**config.mk**
```make
export PLATFORM = sky130hd
export DESIGN_NAME = swcfg_top
export DESIGN_NICKNAME = d
export VERILOG_FILES = /design/src/swcfg_pkg.sv /design/src/swcfg_top.sv
export SDC_FILE = /design/constraint.sdc
export NUM_CORES = 1
export LEC_CHECK = 0
export ABC_AREA = 1
export BUFFER_PORTS_ARGS = -buffer_cell sky130_fd_sc_hd__buf_4
export CAP_MARGIN = 0
export CORE_MARGIN = 1
export CORE_UTILIZATION = 25
export CTS_CLUSTER_SIZE = 16
export DETAILED_ROUTE_END_ITERATION = 10
export PLACE_DENSITY_LB_ADDON = 0.05
export SLEW_MARGIN = 10
export SYNTH_ARGS = -nofsm -noshare
export SYNTH_HDL_FRONTEND = slang
export SYNTH_SLANG_ARGS = --single-unit
```
**constraint.sdc**
```tcl
create_clock -name clk -period 5.2 [get_ports clk]
set_input_delay 0.78 -clock clk [delete_from_list [all_inputs] [get_ports clk]]
set_output_delay 0.78 -clock clk [all_outputs]
set_load 0.005 [all_outputs]
```
**src/swcfg_pkg.sv**
```systemverilog
// Constants, register map and carrier types of the switch config latch.
// Assumes a single 20 MHz clock domain shared by every user of the package.
package swcfg_pkg;

	// ============================================================
	// Timing
	localparam int CLK_HZ       = 20_000_000;
	localparam int DEB_TIME_MS  = 5;
	localparam int DEB_CYC      = CLK_HZ / 1000 * DEB_TIME_MS;
	localparam int STEP_TIME_MS = 1000;
	localparam int STEP_CYC     = CLK_HZ / 1000 * STEP_TIME_MS;
	localparam int SCAN_TIME_MS = 2000;
	localparam int SCAN_CYC     = CLK_HZ / 1000 * SCAN_TIME_MS;

	// ============================================================
	// Channels and addresses
	localparam int         NUM_CH      = 8;
	localparam logic [3:0] LOCAL_COUNT = 4'h2;
	localparam logic [6:0] ADDR_BAD    = 7'h7e;
	localparam logic [6:0] ADDR_CLEAR  = 7'h7f;
	localparam logic [2:0] LOCAL_CH_AI1 = 3'h0;
	localparam logic [2:0] LOCAL_CH_AI2 = 3'h1;
	localparam logic [3:0] STAT_OK      = 4'h0;
	localparam logic [3:0] STAT_CFG_ERR = 4'h1;

	// ============================================================
	// Register map
	localparam logic [7:0] REG_CTRL    = 8'h00;
	localparam logic [7:0] REG_STAT    = 8'h04;
	localparam logic [2:0] REG_CH_PAGE  = 3'h1;
	localparam logic [2:0] REG_VAL_PAGE = 3'h2;
	localparam logic [3:0] CTRL_COUNT_RST = 4'h8;
	localparam logic       CTRL_BAR_RST   = 1'h1;
	localparam int CTRL_BAR_BIT = 4;
	localparam int CH_OFF_LSB   = 8;
	localparam int CH_OFFEN_BIT = 15;
	localparam int CH_IDX_LSB   = 16;
	localparam int CH_EN_BIT    = 24;
	localparam int CH_ERR_BIT   = 25;

	// ============================================================
	// Carriers
	typedef struct packed {
		logic       set;
		logic       addr_mode;
		logic       ai1;
		logic       local_src;
		logic       wlock;
		logic [6:0] val;
	} swcfg_sw_t;

	typedef struct packed {
		logic       en;
		logic       err;
		logic       off_en;
		logic [6:0] addr;
		logic [6:0] off;
		logic [3:0] idx;
	} swcfg_ch_t;

	typedef struct packed {
		logic        valid;
		logic [6:0]  addr;
		logic [6:0]  off;
		logic [3:0]  idx;
		logic [15:0] data;
	} swcfg_rx_t;

	typedef enum logic [2:0] {
		PU_SEG_ON  = 3'b000,
		PU_SEG_OFF = 3'b001,
		PU_MAKER   = 3'b011,
		PU_DEVICE  = 3'b010,
		PU_FW      = 3'b110,
		PU_REV     = 3'b111,
		PU_RUN     = 3'b101,
		PU_FAIL    = 3'b100
	} swcfg_pu_t;

endpackage : swcfg_pkg

```
**src/swcfg_top.sv**
```systemverilog
// Switch configuration latch, power-up display sequencer and channel
// source selection of a listen-only fieldbus indicator.
// Assumes a frame decoder on clk feeding rx and source events, and a
// classic Wishbone master for the remote tool path via the service port.
//
// Behaviour
// - Local switch mode shows only two display values.
// - Local switch mode hides the bargraph.
// - Remote mode ignores every switch except write protect.
// - Local mode enables all switches and refuses remote tool writes.
// - Channel selector routes to input 1 when on, input 2 when off.
// - Address mode reads switches 1..64 as source address 0..125.
// - Settings accepted only on set switch off-to-on edge.
// - Set switch already on at power-up accepts nothing.
// - Write protect blocks set switch edges.
// - Address 127 clears and disables the selected channel.
// - Address 126 is not used and flags a configuration error.
// - Offset mode takes a byte index 0..127 of the source data.
// - Power-up shows segments on, off, maker, device, firmware, rev.
// - Failed power-up shows the matching status message.
// - After power-up enter normal indicating mode.
// - Device only listens; never transmits or claims an address.
// - Each of eight channels holds its own source address.
// - A channel shows the first published value by default.
// - Further values of a source can be chosen manually.
// - Bus reconfiguration or lost source flags a channel error.
// - Lost displayed value moves channel to next value.
// - Write protect rejects all changes and lights the padlock.
//
// Design decisions made here: the register offsets and the Wishbone slave port.
`timescale 1ns/1ps

module swcfg_top #(
	parameter int DEB_CYC  = swcfg_pkg::DEB_CYC,
	parameter int STEP_CYC = swcfg_pkg::STEP_CYC,
	parameter int SCAN_CYC = swcfg_pkg::SCAN_CYC
) (
	input  wire logic                 clk,           // 20 MHz clock
	input  wire logic                 srst,          // Sync reset
	input  wire swcfg_pkg::swcfg_sw_t sw_pins,       // Raw switches
	input  wire swcfg_pkg::swcfg_rx_t rx,            // Captured value
	input  wire logic                 bus_reconfig,  // Bus reconfigured
	input  wire logic                 src_lost,      // Source vanished
	input  wire logic [6:0]           src_lost_addr, // Its address
	input  wire logic                 val_lost,      // Value vanished
	input  wire logic [6:0]           val_lost_addr, // Its address
	input  wire logic [3:0]           val_lost_idx,  // Its index
	input  wire logic                 selftest_done, // Self test over
	input  wire logic                 selftest_fail, // Self test failed
	input  wire logic [3:0]           fail_code,     // Failure cause
	input  wire logic                 wb_cyc,        // Wishbone cycle
	input  wire logic                 wb_stb,        // Wishbone strobe
	input  wire logic                 wb_we,         // Write enable
	input  wire logic [7:0]           wb_adr,        // Byte address
	input  wire logic [3:0]           wb_sel,        // Byte lanes
	input  wire logic [31:0]          wb_dat_w,      // Write data
	output      logic [31:0]          wb_dat_r,      // Read data
	output      logic                 wb_ack,        // Acknowledge
	output      swcfg_pkg::swcfg_pu_t disp_phase,    // Display phase
	output      logic [3:0]           disp_status,   // Status message
	output      logic [15:0]          disp_value,    // Shown value
	output      logic [2:0]           disp_chan,     // Shown channel
	output      logic [3:0]           disp_count,    // Visible values
	output      logic                 bargraph_on,   // Bargraph enable
	output      logic                 padlock_on     // Padlock symbol
);

	// ============================================================
	// Switch synchroniser and debounce
	swcfg_pkg::swcfg_sw_t meta_r, sync_r, cand_r, deb_r;
	logic [31:0]          deb_cnt_r;
	logic                 deb_ok_r;

	always_ff @(posedge clk) begin
		meta_r <= sw_pins;
		sync_r <= meta_r;
	end

	// Whole vector must hold still for the debounce time
	always_ff @(posedge clk) begin
		if (srst) begin
			cand_r    <= '0;
			deb_r     <= '0;
			deb_cnt_r <= 32'h0;
			deb_ok_r  <= 1'b0;
		end else if (sync_r != cand_r) begin
			cand_r    <= sync_r;
			deb_cnt_r <= 32'h0;
		end else if (deb_cnt_r == 32'(DEB_CYC - 1)) begin
			deb_r    <= cand_r;
			deb_ok_r <= 1'b1;
		end else begin
			deb_cnt_r <= deb_cnt_r + 32'h1;
		end
	end

	// ============================================================
	// Set edge detection
	logic set_prev_r, armed_r;
	logic loc_mode, loc_wr;
	logic [2:0] loc_ch;

	// Armed only after the set switch is seen off once
	always_ff @(posedge clk) begin
		if (srst) begin
			set_prev_r <= 1'b1;
			armed_r    <= 1'b0;
		end else if (deb_ok_r) begin
			set_prev_r <= deb_r.set;
			if (!deb_r.set) begin
				armed_r <= 1'b1;
			end
		end
	end

	assign loc_mode = deb_r.local_src;
	assign loc_wr = armed_r && deb_r.set && !set_prev_r &&
		loc_mode && !deb_r.wlock;
	assign loc_ch = deb_r.ai1 ? swcfg_pkg::LOCAL_CH_AI1 :
		swcfg_pkg::LOCAL_CH_AI2;

	// a_set_edge_only: acceptance needs a debounced off-to-on edge
	a_set_edge_only: assert property (@(posedge clk) disable iff (srst)
		loc_wr |-> deb_r.set && $past(deb_r.set, 2) == 1'b0 ||
		deb_r.set && !set_prev_r)
		else $error("set accepted without an edge");
	a_pwr_on_set: assert property (@(posedge clk) disable iff (srst)
		!armed_r |-> !loc_wr)
		else $error("set accepted before switch seen off");
	a_remote_ignore: assert property (@(posedge clk) disable iff (srst)
		!loc_mode |-> !loc_wr)
		else $error("switch accepted in remote mode");

	// ============================================================
	// Wishbone slave
	logic        wb_req, rem_ok, rem_wr, ctrl_bar_r;
	logic [3:0]  ctrl_count_r;
	logic [31:0] rd_nxt, wmask;

	assign wb_req = wb_cyc && wb_stb && !wb_ack;
	assign rem_ok = !loc_mode && !deb_r.wlock;
	assign rem_wr = wb_req && wb_we && rem_ok;
	assign wmask  = {{8{wb_sel[3]}}, {8{wb_sel[2]}},
		{8{wb_sel[1]}}, {8{wb_sel[0]}}};

	always_ff @(posedge clk) begin
		if (srst) begin
			wb_ack <= 1'b0;
		end else begin
			wb_ack <= wb_req;
		end
	end

	always_ff @(posedge clk) begin
		if (srst) begin
			ctrl_count_r <= swcfg_pkg::CTRL_COUNT_RST;
			ctrl_bar_r   <= swcfg_pkg::CTRL_BAR_RST;
		end else if (rem_wr && wb_adr == swcfg_pkg::REG_CTRL &&
			wb_sel[0]) begin
			ctrl_count_r <= wb_dat_w[3:0];
			ctrl_bar_r   <= wb_dat_w[swcfg_pkg::CTRL_BAR_BIT];
		end
	end

	a_remote_refuse: assert property (@(posedge clk) disable iff (srst)
		loc_mode || deb_r.wlock |-> !rem_wr)
		else $error("remote write taken while refused");

	// ============================================================
	// Channel table, one entry per display channel
	swcfg_pkg::swcfg_ch_t chan_r [swcfg_pkg::NUM_CH];
	logic [15:0]          val_r  [swcfg_pkg::NUM_CH];

	genvar gi;
	for (gi = 0; gi < swcfg_pkg::NUM_CH; gi++) begin : g_ch
		swcfg_pkg::swcfg_ch_t ch_nxt;
		logic [31:0]          ch_word, ch_new;
		logic                 rem_hit, loc_hit;

		assign rem_hit = rem_wr && wb_adr[7:5] == swcfg_pkg::REG_CH_PAGE &&
			wb_adr[4:2] == 3'(gi) && wb_adr[1:0] == 2'h0;
		assign loc_hit = loc_wr && loc_ch == 3'(gi);
		assign ch_word = {6'h0, chan_r[gi].err, chan_r[gi].en,
			4'h0, chan_r[gi].idx, chan_r[gi].off_en, chan_r[gi].off,
			1'b0, chan_r[gi].addr};
		assign ch_new  = (ch_word & ~wmask) | (wb_dat_w & wmask);

		always_comb begin
			ch_nxt = chan_r[gi];
			if (loc_hit && deb_r.addr_mode) begin
				ch_nxt.addr = deb_r.val;
				ch_nxt.idx  = 4'h0;
				ch_nxt.en   = 1'b1;
				ch_nxt.err  = 1'b0;
			end else if (loc_hit) begin
				ch_nxt.off    = deb_r.val;
				ch_nxt.off_en = 1'b1;
			end else if (rem_hit) begin
				ch_nxt.addr   = ch_new[6:0];
				ch_nxt.off    = ch_new[swcfg_pkg::CH_OFF_LSB +: 7];
				ch_nxt.off_en = ch_new[swcfg_pkg::CH_OFFEN_BIT];
				ch_nxt.idx    = ch_new[swcfg_pkg::CH_IDX_LSB +: 4];
				ch_nxt.en     = ch_new[swcfg_pkg::CH_EN_BIT];
				ch_nxt.err    = 1'b0;
			end
			if ((loc_hit && deb_r.addr_mode) || rem_hit) begin
				if (ch_nxt.addr == swcfg_pkg::ADDR_CLEAR) begin
					ch_nxt = '0;
					ch_nxt.addr = swcfg_pkg::ADDR_CLEAR;
				end else if (ch_nxt.addr == swcfg_pkg::ADDR_BAD) begin
					ch_nxt.en  = 1'b0;
					ch_nxt.err = 1'b1;
				end
			end
			// Event after a write in the same cycle still wins
			if (chan_r[gi].en && (bus_reconfig ||
				(src_lost && src_lost_addr == chan_r[gi].addr))) begin
				ch_nxt.err = 1'b1;
			end else if (val_lost && chan_r[gi].en && !chan_r[gi].off_en &&
				val_lost_addr == chan_r[gi].addr &&
				val_lost_idx == chan_r[gi].idx) begin
				ch_nxt.idx = chan_r[gi].idx + 4'h1;
			end
		end

		always_ff @(posedge clk) begin
			if (srst) begin
				chan_r[gi] <= '0;
			end else begin
				chan_r[gi] <= ch_nxt;
			end
		end

		// Only received frames are ever consumed here
		always_ff @(posedge clk) begin
			if (srst) begin
				val_r[gi] <= 16'h0;
			end else if (rx.valid && chan_r[gi].en && !chan_r[gi].err &&
				rx.addr == chan_r[gi].addr &&
				(chan_r[gi].off_en ? rx.off == chan_r[gi].off :
				rx.idx == chan_r[gi].idx)) begin
				val_r[gi] <= rx.data;
			end
		end
	end

	a_clear_127: assert property (@(posedge clk) disable iff (srst)
		loc_wr && deb_r.addr_mode && deb_r.ai1 &&
		deb_r.val == swcfg_pkg::ADDR_CLEAR |=> !chan_r[0].en)
		else $error("address 127 did not disable channel");
	a_err_126: assert property (@(posedge clk) disable iff (srst)
		loc_wr && deb_r.addr_mode && !deb_r.ai1 &&
		deb_r.val == swcfg_pkg::ADDR_BAD |=> chan_r[1].err && !chan_r[1].en)
		else $error("address 126 not flagged");
	a_next_value: assert property (@(posedge clk) disable iff (srst)
		val_lost && !bus_reconfig && !src_lost && !wb_cyc && !loc_wr &&
		chan_r[2].en && !chan_r[2].off_en &&
		val_lost_addr == chan_r[2].addr && val_lost_idx == chan_r[2].idx
		|=> chan_r[2].idx == $past(chan_r[2].idx) + 4'h1)
		else $error("channel did not move to next value");

	// ============================================================
	// Register read
	always_comb begin
		rd_nxt = 32'h0;
		if (wb_adr == swcfg_pkg::REG_CTRL) begin
			rd_nxt = {27'h0, ctrl_bar_r, ctrl_count_r};
		end else if (wb_adr == swcfg_pkg::REG_STAT) begin
			rd_nxt[11:0]  = deb_r;
			rd_nxt[14:12] = disp_phase;
			rd_nxt[15]    = armed_r;
			for (int k = 0; k < swcfg_pkg::NUM_CH; k++) begin
				rd_nxt[16 + k] = chan_r[k].err;
			end
		end else if (wb_adr[1:0] == 2'h0 &&
			wb_adr[7:5] == swcfg_pkg::REG_CH_PAGE) begin
			rd_nxt = {6'h0, chan_r[wb_adr[4:2]].err,
				chan_r[wb_adr[4:2]].en, 4'h0, chan_r[wb_adr[4:2]].idx,
				chan_r[wb_adr[4:2]].off_en, chan_r[wb_adr[4:2]].off,
				1'b0, chan_r[wb_adr[4:2]].addr};
		end else if (wb_adr[1:0] == 2'h0 &&
			wb_adr[7:5] == swcfg_pkg::REG_VAL_PAGE) begin
			rd_nxt = {16'h0, val_r[wb_adr[4:2]]};
		end
	end

	always_ff @(posedge clk) begin
		if (srst) begin
			wb_dat_r <= 32'h0;
		end else if (wb_req && !wb_we) begin
			wb_dat_r <= rd_nxt;
		end
	end

	// ============================================================
	// Power-up display sequence
	swcfg_pkg::swcfg_pu_t pu_nxt;
	logic [31:0]          step_cnt_r;
	logic                 step_end;

	assign step_end = step_cnt_r == 32'(STEP_CYC - 1);

	always_comb begin
		pu_nxt = disp_phase;
		case (disp_phase)
			swcfg_pkg::PU_SEG_ON: begin
				if (step_end) pu_nxt = swcfg_pkg::PU_SEG_OFF;
			end
			swcfg_pkg::PU_SEG_OFF: begin
				if (step_end) pu_nxt = swcfg_pkg::PU_MAKER;
			end
			swcfg_pkg::PU_MAKER: begin
				if (step_end) pu_nxt = swcfg_pkg::PU_DEVICE;
			end
			swcfg_pkg::PU_DEVICE: begin
				if (step_end) pu_nxt = swcfg_pkg::PU_FW;
			end
			swcfg_pkg::PU_FW: begin
				if (step_end) pu_nxt = swcfg_pkg::PU_REV;
			end
			swcfg_pkg::PU_REV: begin
				// Holds on revision until self test reports
				if (step_end && selftest_done) begin
					pu_nxt = selftest_fail ? swcfg_pkg::PU_FAIL :
						swcfg_pkg::PU_RUN;
				end
			end
			swcfg_pkg::PU_RUN:  pu_nxt = swcfg_pkg::PU_RUN;
			swcfg_pkg::PU_FAIL: pu_nxt = swcfg_pkg::PU_FAIL;
			default: pu_nxt = swcfg_pkg::PU_SEG_ON;
		endcase
	end

	always_ff @(posedge clk) begin
		if (srst) begin
			disp_phase <= swcfg_pkg::PU_SEG_ON;
			step_cnt_r <= 32'h0;
		end else begin
			disp_phase <= pu_nxt;
			if (pu_nxt != disp_phase || step_end) begin
				step_cnt_r <= 32'h0;
			end else begin
				step_cnt_r <= step_cnt_r + 32'h1;
			end
		end
	end

	a_pu_order: assert property (@(posedge clk) disable iff (srst)
		disp_phase == swcfg_pkg::PU_SEG_ON |=>
		disp_phase inside {swcfg_pkg::PU_SEG_ON, swcfg_pkg::PU_SEG_OFF})
		else $error("power-up order broken");
	a_pu_fail: assert property (@(posedge clk) disable iff (srst)
		disp_phase == swcfg_pkg::PU_REV && step_end && selftest_done &&
		selftest_fail |=> disp_phase == swcfg_pkg::PU_FAIL ##1
		disp_status == $past(fail_code))
		else $error("failure status not shown");

	// ============================================================
	// Indicating mode: scan of visible channels
	logic [31:0] scan_cnt_r;
	logic [3:0]  vis_cnt;

	assign vis_cnt = loc_mode ? swcfg_pkg::LOCAL_COUNT : ctrl_count_r;

	always_ff @(posedge clk) begin
		if (srst) begin
			scan_cnt_r <= 32'h0;
			disp_chan  <= 3'h0;
		end else if (disp_phase != swcfg_pkg::PU_RUN) begin
			scan_cnt_r <= 32'h0;
		end else if (scan_cnt_r == 32'(SCAN_CYC - 1) ||
			{1'b0, disp_chan} >= vis_cnt) begin
			scan_cnt_r <= 32'h0;
			// Wraps early when the visible count shrinks
			if ({1'b0, disp_chan} + 4'h1 >= vis_cnt) begin
				disp_chan <= 3'h0;
			end else begin
				disp_chan <= disp_chan + 3'h1;
			end
		end else begin
			scan_cnt_r <= scan_cnt_r + 32'h1;
		end
	end

	always_ff @(posedge clk) begin
		if (srst) begin
			disp_value  <= 16'h0;
			disp_status <= swcfg_pkg::STAT_OK;
			disp_count  <= swcfg_pkg::CTRL_COUNT_RST;
			bargraph_on <= 1'b0;
			padlock_on  <= 1'b0;
		end else begin
			disp_value  <= val_r[disp_chan];
			disp_count  <= vis_cnt;
			bargraph_on <= ctrl_bar_r && !loc_mode;
			padlock_on  <= deb_r.wlock;
			if (disp_phase == swcfg_pkg::PU_FAIL) begin
				disp_status <= fail_code;
			end else if (chan_r[disp_chan].err) begin
				disp_status <= swcfg_pkg::STAT_CFG_ERR;
			end else begin
				disp_status <= swcfg_pkg::STAT_OK;
			end
		end
	end

	a_local_two: assert property (@(posedge clk) disable iff (srst)
		$past(loc_mode) |-> disp_count == swcfg_pkg::LOCAL_COUNT)
		else $error("local mode shows other than two");
	a_bar_hidden: assert property (@(posedge clk) disable iff (srst)
		$past(loc_mode) |-> !bargraph_on)
		else $error("bargraph shown in local mode");
	a_padlock_lit: assert property (@(posedge clk) disable iff (srst)
		deb_r.wlock |-> !loc_wr && !rem_wr ##1 padlock_on)
		else $error("write protect not honoured");

endmodule : swcfg_top

```
After elaboration in Yosys (flattened, before gate mapping)
Memory sizes are Yosys's and may differ from the RTL's. A register that Yosys moved wholly into a read port is not among the register bits.
Cells that the tools add are included.
{"block": "word_totals", "latchBits": 0, "register_bits": 201, "wordCells": 582, "romBits": 0, "output_inout_bits": 65, "inputBits": 123, "mem_count": 2, "ramBits": 296}
{"memory": "chan_r", "words": 8, "word_bits": 21, "rd": 10, "rd_clocked_by_memory_dff": 1, "wr": 8, "line": "swcfg_top.sv:171", "source": "swcfg_pkg::swcfg_ch_t chan_r [swcfg_pkg::NUM_CH];"}
{"memory": "val_r", "words": 8, "word_bits": 16, "rd": 2, "rd_clocked_by_memory_dff": 1, "wr": 8, "line": "swcfg_top.sv:172", "source": "logic [15:0] val_r [swcfg_pkg::NUM_CH];"}
{"block": "op_classes", "reduce_logical": 179, "n_eq_ne": 94, "bitwise_logic": 37, "n_shift": 0, "n_lt_le_gt_ge": 2, "multipliers": 0, "add_sub_neg": 13, "div": 0, "mux": 215}
{"cell": "$mux W21", "n": 24}
{"cell": "$and A25 B25 Y25", "n": 9}
{"cell": "$eq A7 B7 Y1", "n": 32}
{"cell": "$mux W7", "n": 32}
{"cell": "$or A25 B25 Y25", "n": 8}
{"cell": "$mux W19", "n": 8}
{"cell": "$mux W16", "n": 9}
{"cell": "$mux W4", "n": 34}
{"cell": "$logic_and A1 B1 Y1", "n": 129}
{"cell": "$eq A7 B7 Y1 const B", "n": 16}
{"cell": "$add A32 B1 Y32 const B", "n": 3}
{"cell": "$eq A4 B4 Y1", "n": 16}
{"cell": "$mux W2", "n": 32}
{"cell": "$mux W32", "n": 2}
{"cell": "$mux W1", "n": 62}
{"cell": "$add A4 B1 Y4 const B", "n": 8}
{"cell": "$eq A32 B17 Y1 const B", "n": 1}
{"cell": "$eq A32 B25 Y1 const B", "n": 1}
{"cell": "$eq A32 B26 Y1 const B", "n": 1}
{"cell": "$mux W3", "n": 9}
{"cell": "$not A25 Y25", "n": 1}
{"cell": "$eq A3 B3 Y1 const B", "n": 8}
{"cell": "$mux W24", "n": 1}
{"cell": "$pmux W3 S8", "n": 1}
{"cell": "other kinds (24)", "n": 93}

Depth between registers and ports, before layout
Gate-level depths: netlist (run 1).
{"block": "depth", "depth_word": 17, "ltp_mapped": 18, "depth_no_buf": 16}

Worst setup path before layout (run 1)
Ideal clock, no wire load.
{"block": "synth_timing", "path_type": "input to register", "from": "input rx[28] (netlist bit)", "to": "memory val_r[6][0], enable pin", "t_arrival_ns": 2.201, "n_path_buf": 1, "required_time_ns": 4.828, "setup_ns": 0.372, "cell_stages": 7, "path_slack_ns": 2.627, "path_cell_list": "clkbuf_1 -> xor2_1 -> nor4_1 -> nand3_1 -> nor3_1 -> nand2_1 -> nand2_1"}
{"element": "from (decl)", "line": "swcfg_top.sv:41", "source": "input wire swcfg_pkg::swcfg_rx_t rx,"}
{"element": "to (decl)", "line": "swcfg_top.sv:172"}

==> impl_metrics.env, run 1 <==
export IMPL_outcome="complete, no violations"
export IMPL_cts_repair_resized=0
export IMPL_wl_met1_mm=61.0
export IMPL_fillers=12356
export IMPL_cts_buffers=71
export IMPL_vias=28427
export IMPL_numPortBuffers=169
export IMPL_core_area_um2=113000
export IMPL_worst_setup_path_type="reg2reg"
export IMPL_min_from="sw_pins[11]"
export IMPL_setup_viol=0
export IMPL_syn_area_um2=28500
export IMPL_crit_path_start_kind="flop"
export IMPL_antenna_found_initial=6
export IMPL_r2r_slack_ns=1.17
export IMPL_whs_ns=0.231
export IMPL_root_buffer="clkbuf_16"
export IMPL_slowest_stage="nand3_1"
export IMPL_cpPeakStageDelay_ns=0.65
export IMPL_p_leak_nw=12.9
export IMPL_hold_path_class="in2reg"
export IMPL_overflow=0
export IMPL_synthFlopType="dfxtp_1"
export IMPL_cp_required_ns=5.74
export IMPL_slew_violations=0
export IMPL_min_period_ns=4.03
export IMPL_worstReg2RegEnd="chan_r[0][20]$_SDFF_PP0_"
export IMPL_grt_pass1_wl_mm=201
export IMPL_setup_tns_ns=0
export IMPL_start_util_pct=25.3
export IMPL_tightest_slew_ns=1.17
export IMPL_met2_length_mm=68.5
export IMPL_route_detailed_wl_per_inst_um=25.6
export IMPL_cts_hold_buf=0
export IMPL_synth_distinct_cells=70
export IMPL_avgSynthCellArea_um2=7.29
export IMPL_peakVddDrop_mv=0.217
export IMPL_clkTransAtPathRegs_ns=0.06
export IMPL_critical_path_top_delay_family="simple AND/OR/NAND/NOR gates"
export IMPL_vias_per_cell=5.09
export IMPL_fmax_ghz=0.248
export IMPL_yosysSeqAreaShare_pct=40.3
export IMPL_grt_pass1_vias=27542
export IMPL_ys_seq_elements=510
export IMPL_die_w_um=340
export IMPL_clockBufferDepth=3
export IMPL_path_cells="nand3_2 > nor2_1 > nand2_1 > nor2_1 > buf_4 > inv_1 > nor2_1 > inv_1 > nand2_1 > nand2_1 > nor2_1 > nand3_1 > and3_1"
export IMPL_drt_wl_total_mm=143
export IMPL_num_rows=123
export IMPL_crit_path_end_kind="flop"
export IMPL_holdPathStages=1
export IMPL_cp_max_fo=22
export IMPL_worst_slack_ns=1.17
export IMPL_dr_pass1_iters=5
export IMPL_clk_latency_ns=0.65
export IMPL_io_pins=188
export IMPL_path_buf_inv=3
export IMPL_fp_dieArea_um2=116000
export IMPL_synth_async_reset_ratio_pct=0
export IMPL_drt_initial_drc_count=2347
export IMPL_yosys_warnings=0
export IMPL_hold_viol=0
export IMPL_reg2reg_depth=13
export IMPL_drive_above_1_share_pct=10.4
export IMPL_fin_nets=4166
export IMPL_grtUsageTotal_pct=24.1
export IMPL_timing_final_crit_share_pct=77.5
export IMPL_relSlewSlack_pct=21.3
export IMPL_die_height_um=340
export IMPL_top_layer="met5"
export IMPL_dr_wl_met3_mm=6.40
export IMPL_htree_levels=3
export IMPL_rsz0062_at_grt="false"
export IMPL_tritoncts="done"
export IMPL_cp_startpoint="loc_mode$_SDFFE_PP0P_"
export IMPL_synth_edff_count=128
export IMPL_skew_ns=0.0253
export IMPL_cpMostUsedCell="nor2_1"
export IMPL_dp_slack_ns=0.890
export IMPL_drc=0
export IMPL_whs_endpoint="meta_r[11]$_DFF_P_"
export IMPL_clock_sinks=510
export IMPL_hpwl_mm=103
export IMPL_syn_inst=3913
export IMPL_maxCapViolations=0
export IMPL_cts_setup_buffers=0
export IMPL_place_gp_congestion=0.945
export IMPL_p_per_area_nw_per_um2=298
export IMPL_timing_rr_start="loc_mode$_SDFFE_PP0P_"
export IMPL_critical_path_arrival_ns=4.57
export IMPL_areaGrowthSynthToFinish_pct=18.4
export IMPL_grt_max_degree=128
export IMPL_postRouteAntennaNets=0
==> area by class of cell <==
cell class / count / area (um^2) / area share [%]
clock inverters: 36 / 447 / 1.32
repair buffers: 221 / 1680 / 4.99
diodes: 1 / 2.50 / 0.00741
clock buffers: 94 / 1980 / 5.85
well taps: 1500 / 1880 / 5.56
multi-input cells: 2812 / 14800 / 43.7
inverters: 407 / 1530 / 4.53
flip-flops and latches: 510 / 11500 / 34.0
==> Yosys cell counts (8+ instances only) <==
| cell type | n | area, um^2 |
|---|---|---|
| buf_4 | 10 | 75.1 |
| nand4_1 | 92 | 576 |
| nor3_1 | 77 | 385 |
| nor2_1 | 629 | 2360 |
| nand3_1 | 149 | 746 |
| inv_2 | 11 | 41.3 |
| o41ai_1 | 9 | 78.8 |
| or2_2 | 23 | 144 |
| a31oi_1 | 24 | 150 |
| o2111ai_1 | 19 | 166 |
| ha_1 | 20 | 250 |
| nand2_1 | 699 | 2620 |
| xnor2_1 | 103 | 902 |
| nor4_1 | 47 | 294 |
| nand3b_1 | 8 | 60.1 |
| o311ai_0 | 9 | 78.8 |
| nor3b_1 | 11 | 82.6 |
| edfxtp_1 | 128 | 3840 |
| clkbuf_1 | 137 | 514 |
| xor2_1 | 130 | 1140 |
| buf_2 | 18 | 90.1 |
| nor2_4 | 9 | 101 |
| inv_1 | 389 | 1460 |
| o221ai_1 | 10 | 87.6 |
| o22ai_1 | 140 | 876 |
| a21oi_1 | 182 | 911 |
| a22oi_1 | 64 | 480 |
| o211ai_1 | 35 | 263 |
| o21ai_0 | 220 | 1100 |
| dfxtp_1 | 382 | 7650 |
| buf_1 | 21 | 78.8 |
==> layer usage <==
layer	vias to the layer above	GRT usage, %
met3	280	2.87
met5	-	0
met1	13824	30.3
met2	929	41.1
met4	4	10.6
li1	13390	-
==> cells in the final DEF (no fill, tap or decap), drive strengths merged, types with 4 or more instances in the layout <==
cell type,instances
o21a,4
nand4,93
a211oi,5
ha,20
xor2,130
nor3b,14
o21bai,4
o211ai,35
a22oi,64
clkbuf,94
or2,24
a31oi,24
buf,221
nor3,81
nand3b,8
nor4,48
mux2i,5
conb,6
o22ai,140
a41oi,7
xnor2,103
nor2,642
o21ai,225
edfxtp,128
nand2,709
o221ai,10
a21oi,183
clkinv,31
bufinv,8
and2,4
o311ai,9
o41ai,9
o2111ai,19
inv,402
nand3,156
dfxtp,382
a221oi,6
o31ai,7
==> state kept, by name, indices dropped and copies added, names as in the netlist, 3 cells and up, named ones only <==
signal,count
chan_r,168
val_r,128
deb_cnt_r,32
scan_cnt_r,32
step_cnt_r,32
wb_dat_r,26
disp_value,16
cand_r,12
meta_r,12
sync_r,12
deb_r,11
ctrl_count_r,4
disp_count,4
disp_status,4
disp_chan,3
disp_phase,3
==> logic make-up after synthesis <==
family	Yosys count	synth area share, %
other	1	0.0131
buffers and inverters	596	8.11
AO/OA/AOI/OAI	764	16.2
adder cells (fa/ha/maj)	20	0.877
flip-flops	510	40.3
multiplexers	5	0.175
AND/OR/NAND/NOR	1784	27.2
XOR/XNOR	233	7.15
==> worst register-to-register path, delay by kind of cell, from the launching register on <==
kind	cells	cell delay (ns)
AND/OR/NAND/NOR	10	2.50
buffers and inverters	3	0.77
flip-flops	1	0.64
==> power by group <==
group          switching [mW]  leakage (nW)  internal (mW)
registers              0.0347          4.41           4.12
clock network            2.08          1.20           3.10
logic                   0.543          7.32          0.205
==> worst max-delay path by stage <==
stage / end / slack, ns / cells past startpoint
6_report: chan_r[0][20]$_SDFF_PP0_ / 1.17 / 13
5_1_grt: chan_r[0][20]$_SDFF_PP0_ / 0.89 / 13
4_1_cts: chan_r[0][20]$_SDFF_PP0_ / 1.12 / 13
3_5_place_dp: chan_r[3][4]$_SDFF_PP0_ / 0.89 / 12
3_3_place_gp: chan_r[3][4]$_SDFF_PP0_ / 0.90 / 12
2_1_floorplan: val_r[6][0]$_SDFFCE_PN0P_ / 2.63 / 7
==> per-stage QoR <==
| stage | power, mW | util (%) | instance area [um^2] | instances |
|---|---|---|---|---|
| 2_1_floorplan | 4.60 | - | 28600 | 3918 |
| 3_3_place_gp | 4.98 | 27.8 | 31400 | 5450 |
| 3_5_place_dp | 4.98 | 27.8 | 31400 | 5450 |
| 4_1_cts | 10.2 | 29.9 | 33800 | 5580 |
| 5_1_grt | 10.4 | 29.9 | 33800 | 5580 |
| 6_report | 10.1 | 29.9 | 33800 | 5581 |
No activity file was read; power rests on OpenSTA's default activity.
==> run 2, diff against run 1 <==
==> constraint.sdc (replaced) <==
create_clock -name clk -period 3.91 [get_ports clk]
set_input_delay 0.5865 -clock clk [delete_from_list [all_inputs] [get_ports clk]]
set_output_delay 0.5865 -clock clk [all_outputs]
set_load 0.005 [all_outputs]
==> run 2 against run 1 <==
Die area stayed put. Combinational power increased by 36%. Largest cell class unchanged. Highest routed layer is now met4. Via count hardly changed. Sequential power is 33% higher. Sequential cell count did not move. Non-clock buffer count increased by 52. Global-route usage is 0.13 points higher. Worst setup slack lost 0.73 ns. First-iteration DRC count decreased by 7.8%.
==> impl_metrics.env, run 2 (synthesized netlist as in run 1, its figures left out) <==
export IMPL_maxCapViolations=0
export IMPL_start_util_pct=25.3
export IMPL_grtUsageTotal_pct=24.2
export IMPL_clk_latency_ns=0.64
export IMPL_internal_power_mw=9.59
export IMPL_dpl_cell_area_um2=31800
export IMPL_fp_dieArea_um2=116000
export IMPL_fin_area_um2=34000
export IMPL_min_period_ns=3.47
export IMPL_p_sw_share_pct=26.3
export IMPL_hold_path_class="in2reg"
export IMPL_cts_buffers=70
export IMPL_rsz0062_at_grt="false"
export IMPL_clock_power_share_pct=49.6
export IMPL_worstReg2RegEnd="chan_r[2][8]$_SDFF_PP0_"
export IMPL_reg2reg_depth=9
export IMPL_tightest_slew_ns=0.981
export IMPL_largest_registers="chan_r: 168 flops, val_r: 128 flops"
export IMPL_antenna_found_initial=1
export IMPL_worst_slack_ns=0.441
export IMPL_regMostFlops="chan_r"
export IMPL_die_height_um=340
export IMPL_regArea_um2=11500
export IMPL_dp_slack_ns=0.231
export IMPL_root_buffer="clkbuf_16"
export IMPL_cp_endpoint="chan_r[2][8]$_SDFF_PP0_"
export IMPL_skew_ns=0.0340
export IMPL_met2_length_mm=67.7
export IMPL_drt_wl_total_mm=143
export IMPL_final_cell_mix="nand2_1 (696), nor2_1 (629), inv_1 (386)"
export IMPL_drc=0
export IMPL_grt_pass1_wl_mm=203
export IMPL_io_pins=188
export IMPL_drive_above_1_share_pct=11.3
export IMPL_hpwl_mm=105
export IMPL_numPortBuffers=169
export IMPL_cts_repair_resized=0
export IMPL_p_leak_nw=13.1
export IMPL_relSlewSlack_pct=33.8
export IMPL_drt_initial_drc_count=2163
export IMPL_vias=28401
export IMPL_timing_rr_start="loc_mode$_SDFFE_PP0P_"
export IMPL_htree_levels=3
export IMPL_setup_viol=0
export IMPL_hold_viol=0
export IMPL_cp_required_ns=4.41
export IMPL_power_total_mw=13.0
export IMPL_cp_max_fo=9
export IMPL_wl_met1_mm=61.5
export IMPL_clock_sinks=510
export IMPL_clkTransAtPathRegs_ns=0.06
export IMPL_multiInputGateArea_um2=14800
export IMPL_dr_pass1_iters=6
export IMPL_whs_ns=0.0437
export IMPL_place_gp_congestion=0.964
export IMPL_timing_final_crit_share_pct=88.7
export IMPL_p_switching_mw=3.41
export IMPL_worst_setup_path_type="reg2reg"
export IMPL_critical_path_arrival_ns=3.97
export IMPL_p_per_area_nw_per_um2=382
export IMPL_dr_wl_met3_mm=7.28
export IMPL_grt_pass1_vias=27694
export IMPL_fillers=12367
export IMPL_cp_startpoint="loc_mode$_SDFFE_PP0P_"
export IMPL_cts_setup_buffers=0
export IMPL_slew_violations=0
export IMPL_cts_hold_buf=0
export IMPL_fin_nets=4217
export IMPL_seqPwrFrac_pct=42.5
export IMPL_overflow=0
export IMPL_vias_per_cell=5.04
export IMPL_route_detailed_wl_per_inst_um=25.5
export IMPL_fmax_ghz=0.288
export IMPL_grt_max_degree=65
export IMPL_r2r_slack_ns=0.44
export IMPL_tritoncts="done"
export IMPL_areaGrowthSynthToFinish_pct=19.2
export IMPL_clockBufferDepth=3
export IMPL_top_layer="met4"
export IMPL_peakVddDrop_mv=0.242
export IMPL_largest_reg_flops=168
export IMPL_setup_tns_ns=0
export IMPL_core_area_um2=113000
export IMPL_final_common_cell="nand2_1"
export IMPL_power_frac_comb_pct=7.9
export IMPL_num_rows=123
export IMPL_die_w_um=340
export IMPL_postRouteAntennaNets=0
export IMPL_outcome="complete, no violations"
export IMPL_crit_path_start_kind="flop"
export IMPL_crit_path_end_kind="flop"
-- run 2: per-layer routing --
| metal | vias up | GRT usage [%] |
|---|---|---|
| li1 | 13496 | - |
| met1 | 13710 | 30.7 |
| met2 | 968 | 40.6 |
| met3 | 227 | 3.17 |
| met4 | 0 | 11.0 |
| met5 | - | 0 |
-- run 2: area by class of cell --
class / instances / area share, %
diodes: 1 / 0.00736
clock buffers: 103 / 5.90
repair buffers: 273 / 6.14
inverters: 407 / 4.50
flip-flops and latches: 510 / 33.8
well taps: 1500 / 5.52
clock inverters: 24 / 0.732
multi-input cells: 2812 / 43.4
-- run 2: how the worst min path moves through the flow --
stage | to | cells after the start | slack (ns) | from
final | meta_r[5]$_DFF_P_ | 1 | 0.04 | sw_pins[5]
after detailed placement | sync_r[4]$_DFF_P_ | 0 | 0.32 | meta_r[4]$_DFF_P_
after CTS | meta_r[2]$_DFF_P_ | 1 | 0.009 | sw_pins[2]
after global routing | meta_r[0]$_DFF_P_ | 1 | 0.02 | sw_pins[0]
after global placement | sync_r[1]$_DFF_P_ | 0 | 0.31 | meta_r[1]$_DFF_P_
after floorplan | sync_r[0]$_DFF_P_ | 0 | 0.31 | meta_r[0]$_DFF_P_
-- run 2: power groups by stage --
stage	combinational [mW]	sequential [mW]	clock [mW]
detailed placement	1.01	5.64	0
floorplan	0.500	5.62	0
finish	1.02	5.53	6.46
global placement	1.02	5.64	0
CTS	1.02	5.53	6.64
global route	1.07	5.53	6.83
-- run 2: critical path, cell delays in order, from the launching register on --
cell and delay (ns):
dfxtp_1 0.47, nor2_4 0.15, nand2_1 0.07, nor2_2 0.41
nand3_2 0.43, inv_1 0.42, o211ai_1 0.13, nand3b_1 0.44
o21ai_2 0.71, nor2_1 0.09
-- run 2: per-stage QoR --
step           utilization [%]  std cells
6_report                  30.1       5630
3_5_place_dp              28.1       5502
2_1_floorplan                -       3918
4_1_cts                   30.1       5629
3_3_place_gp              28.1       5502
5_1_grt                   30.1       5629
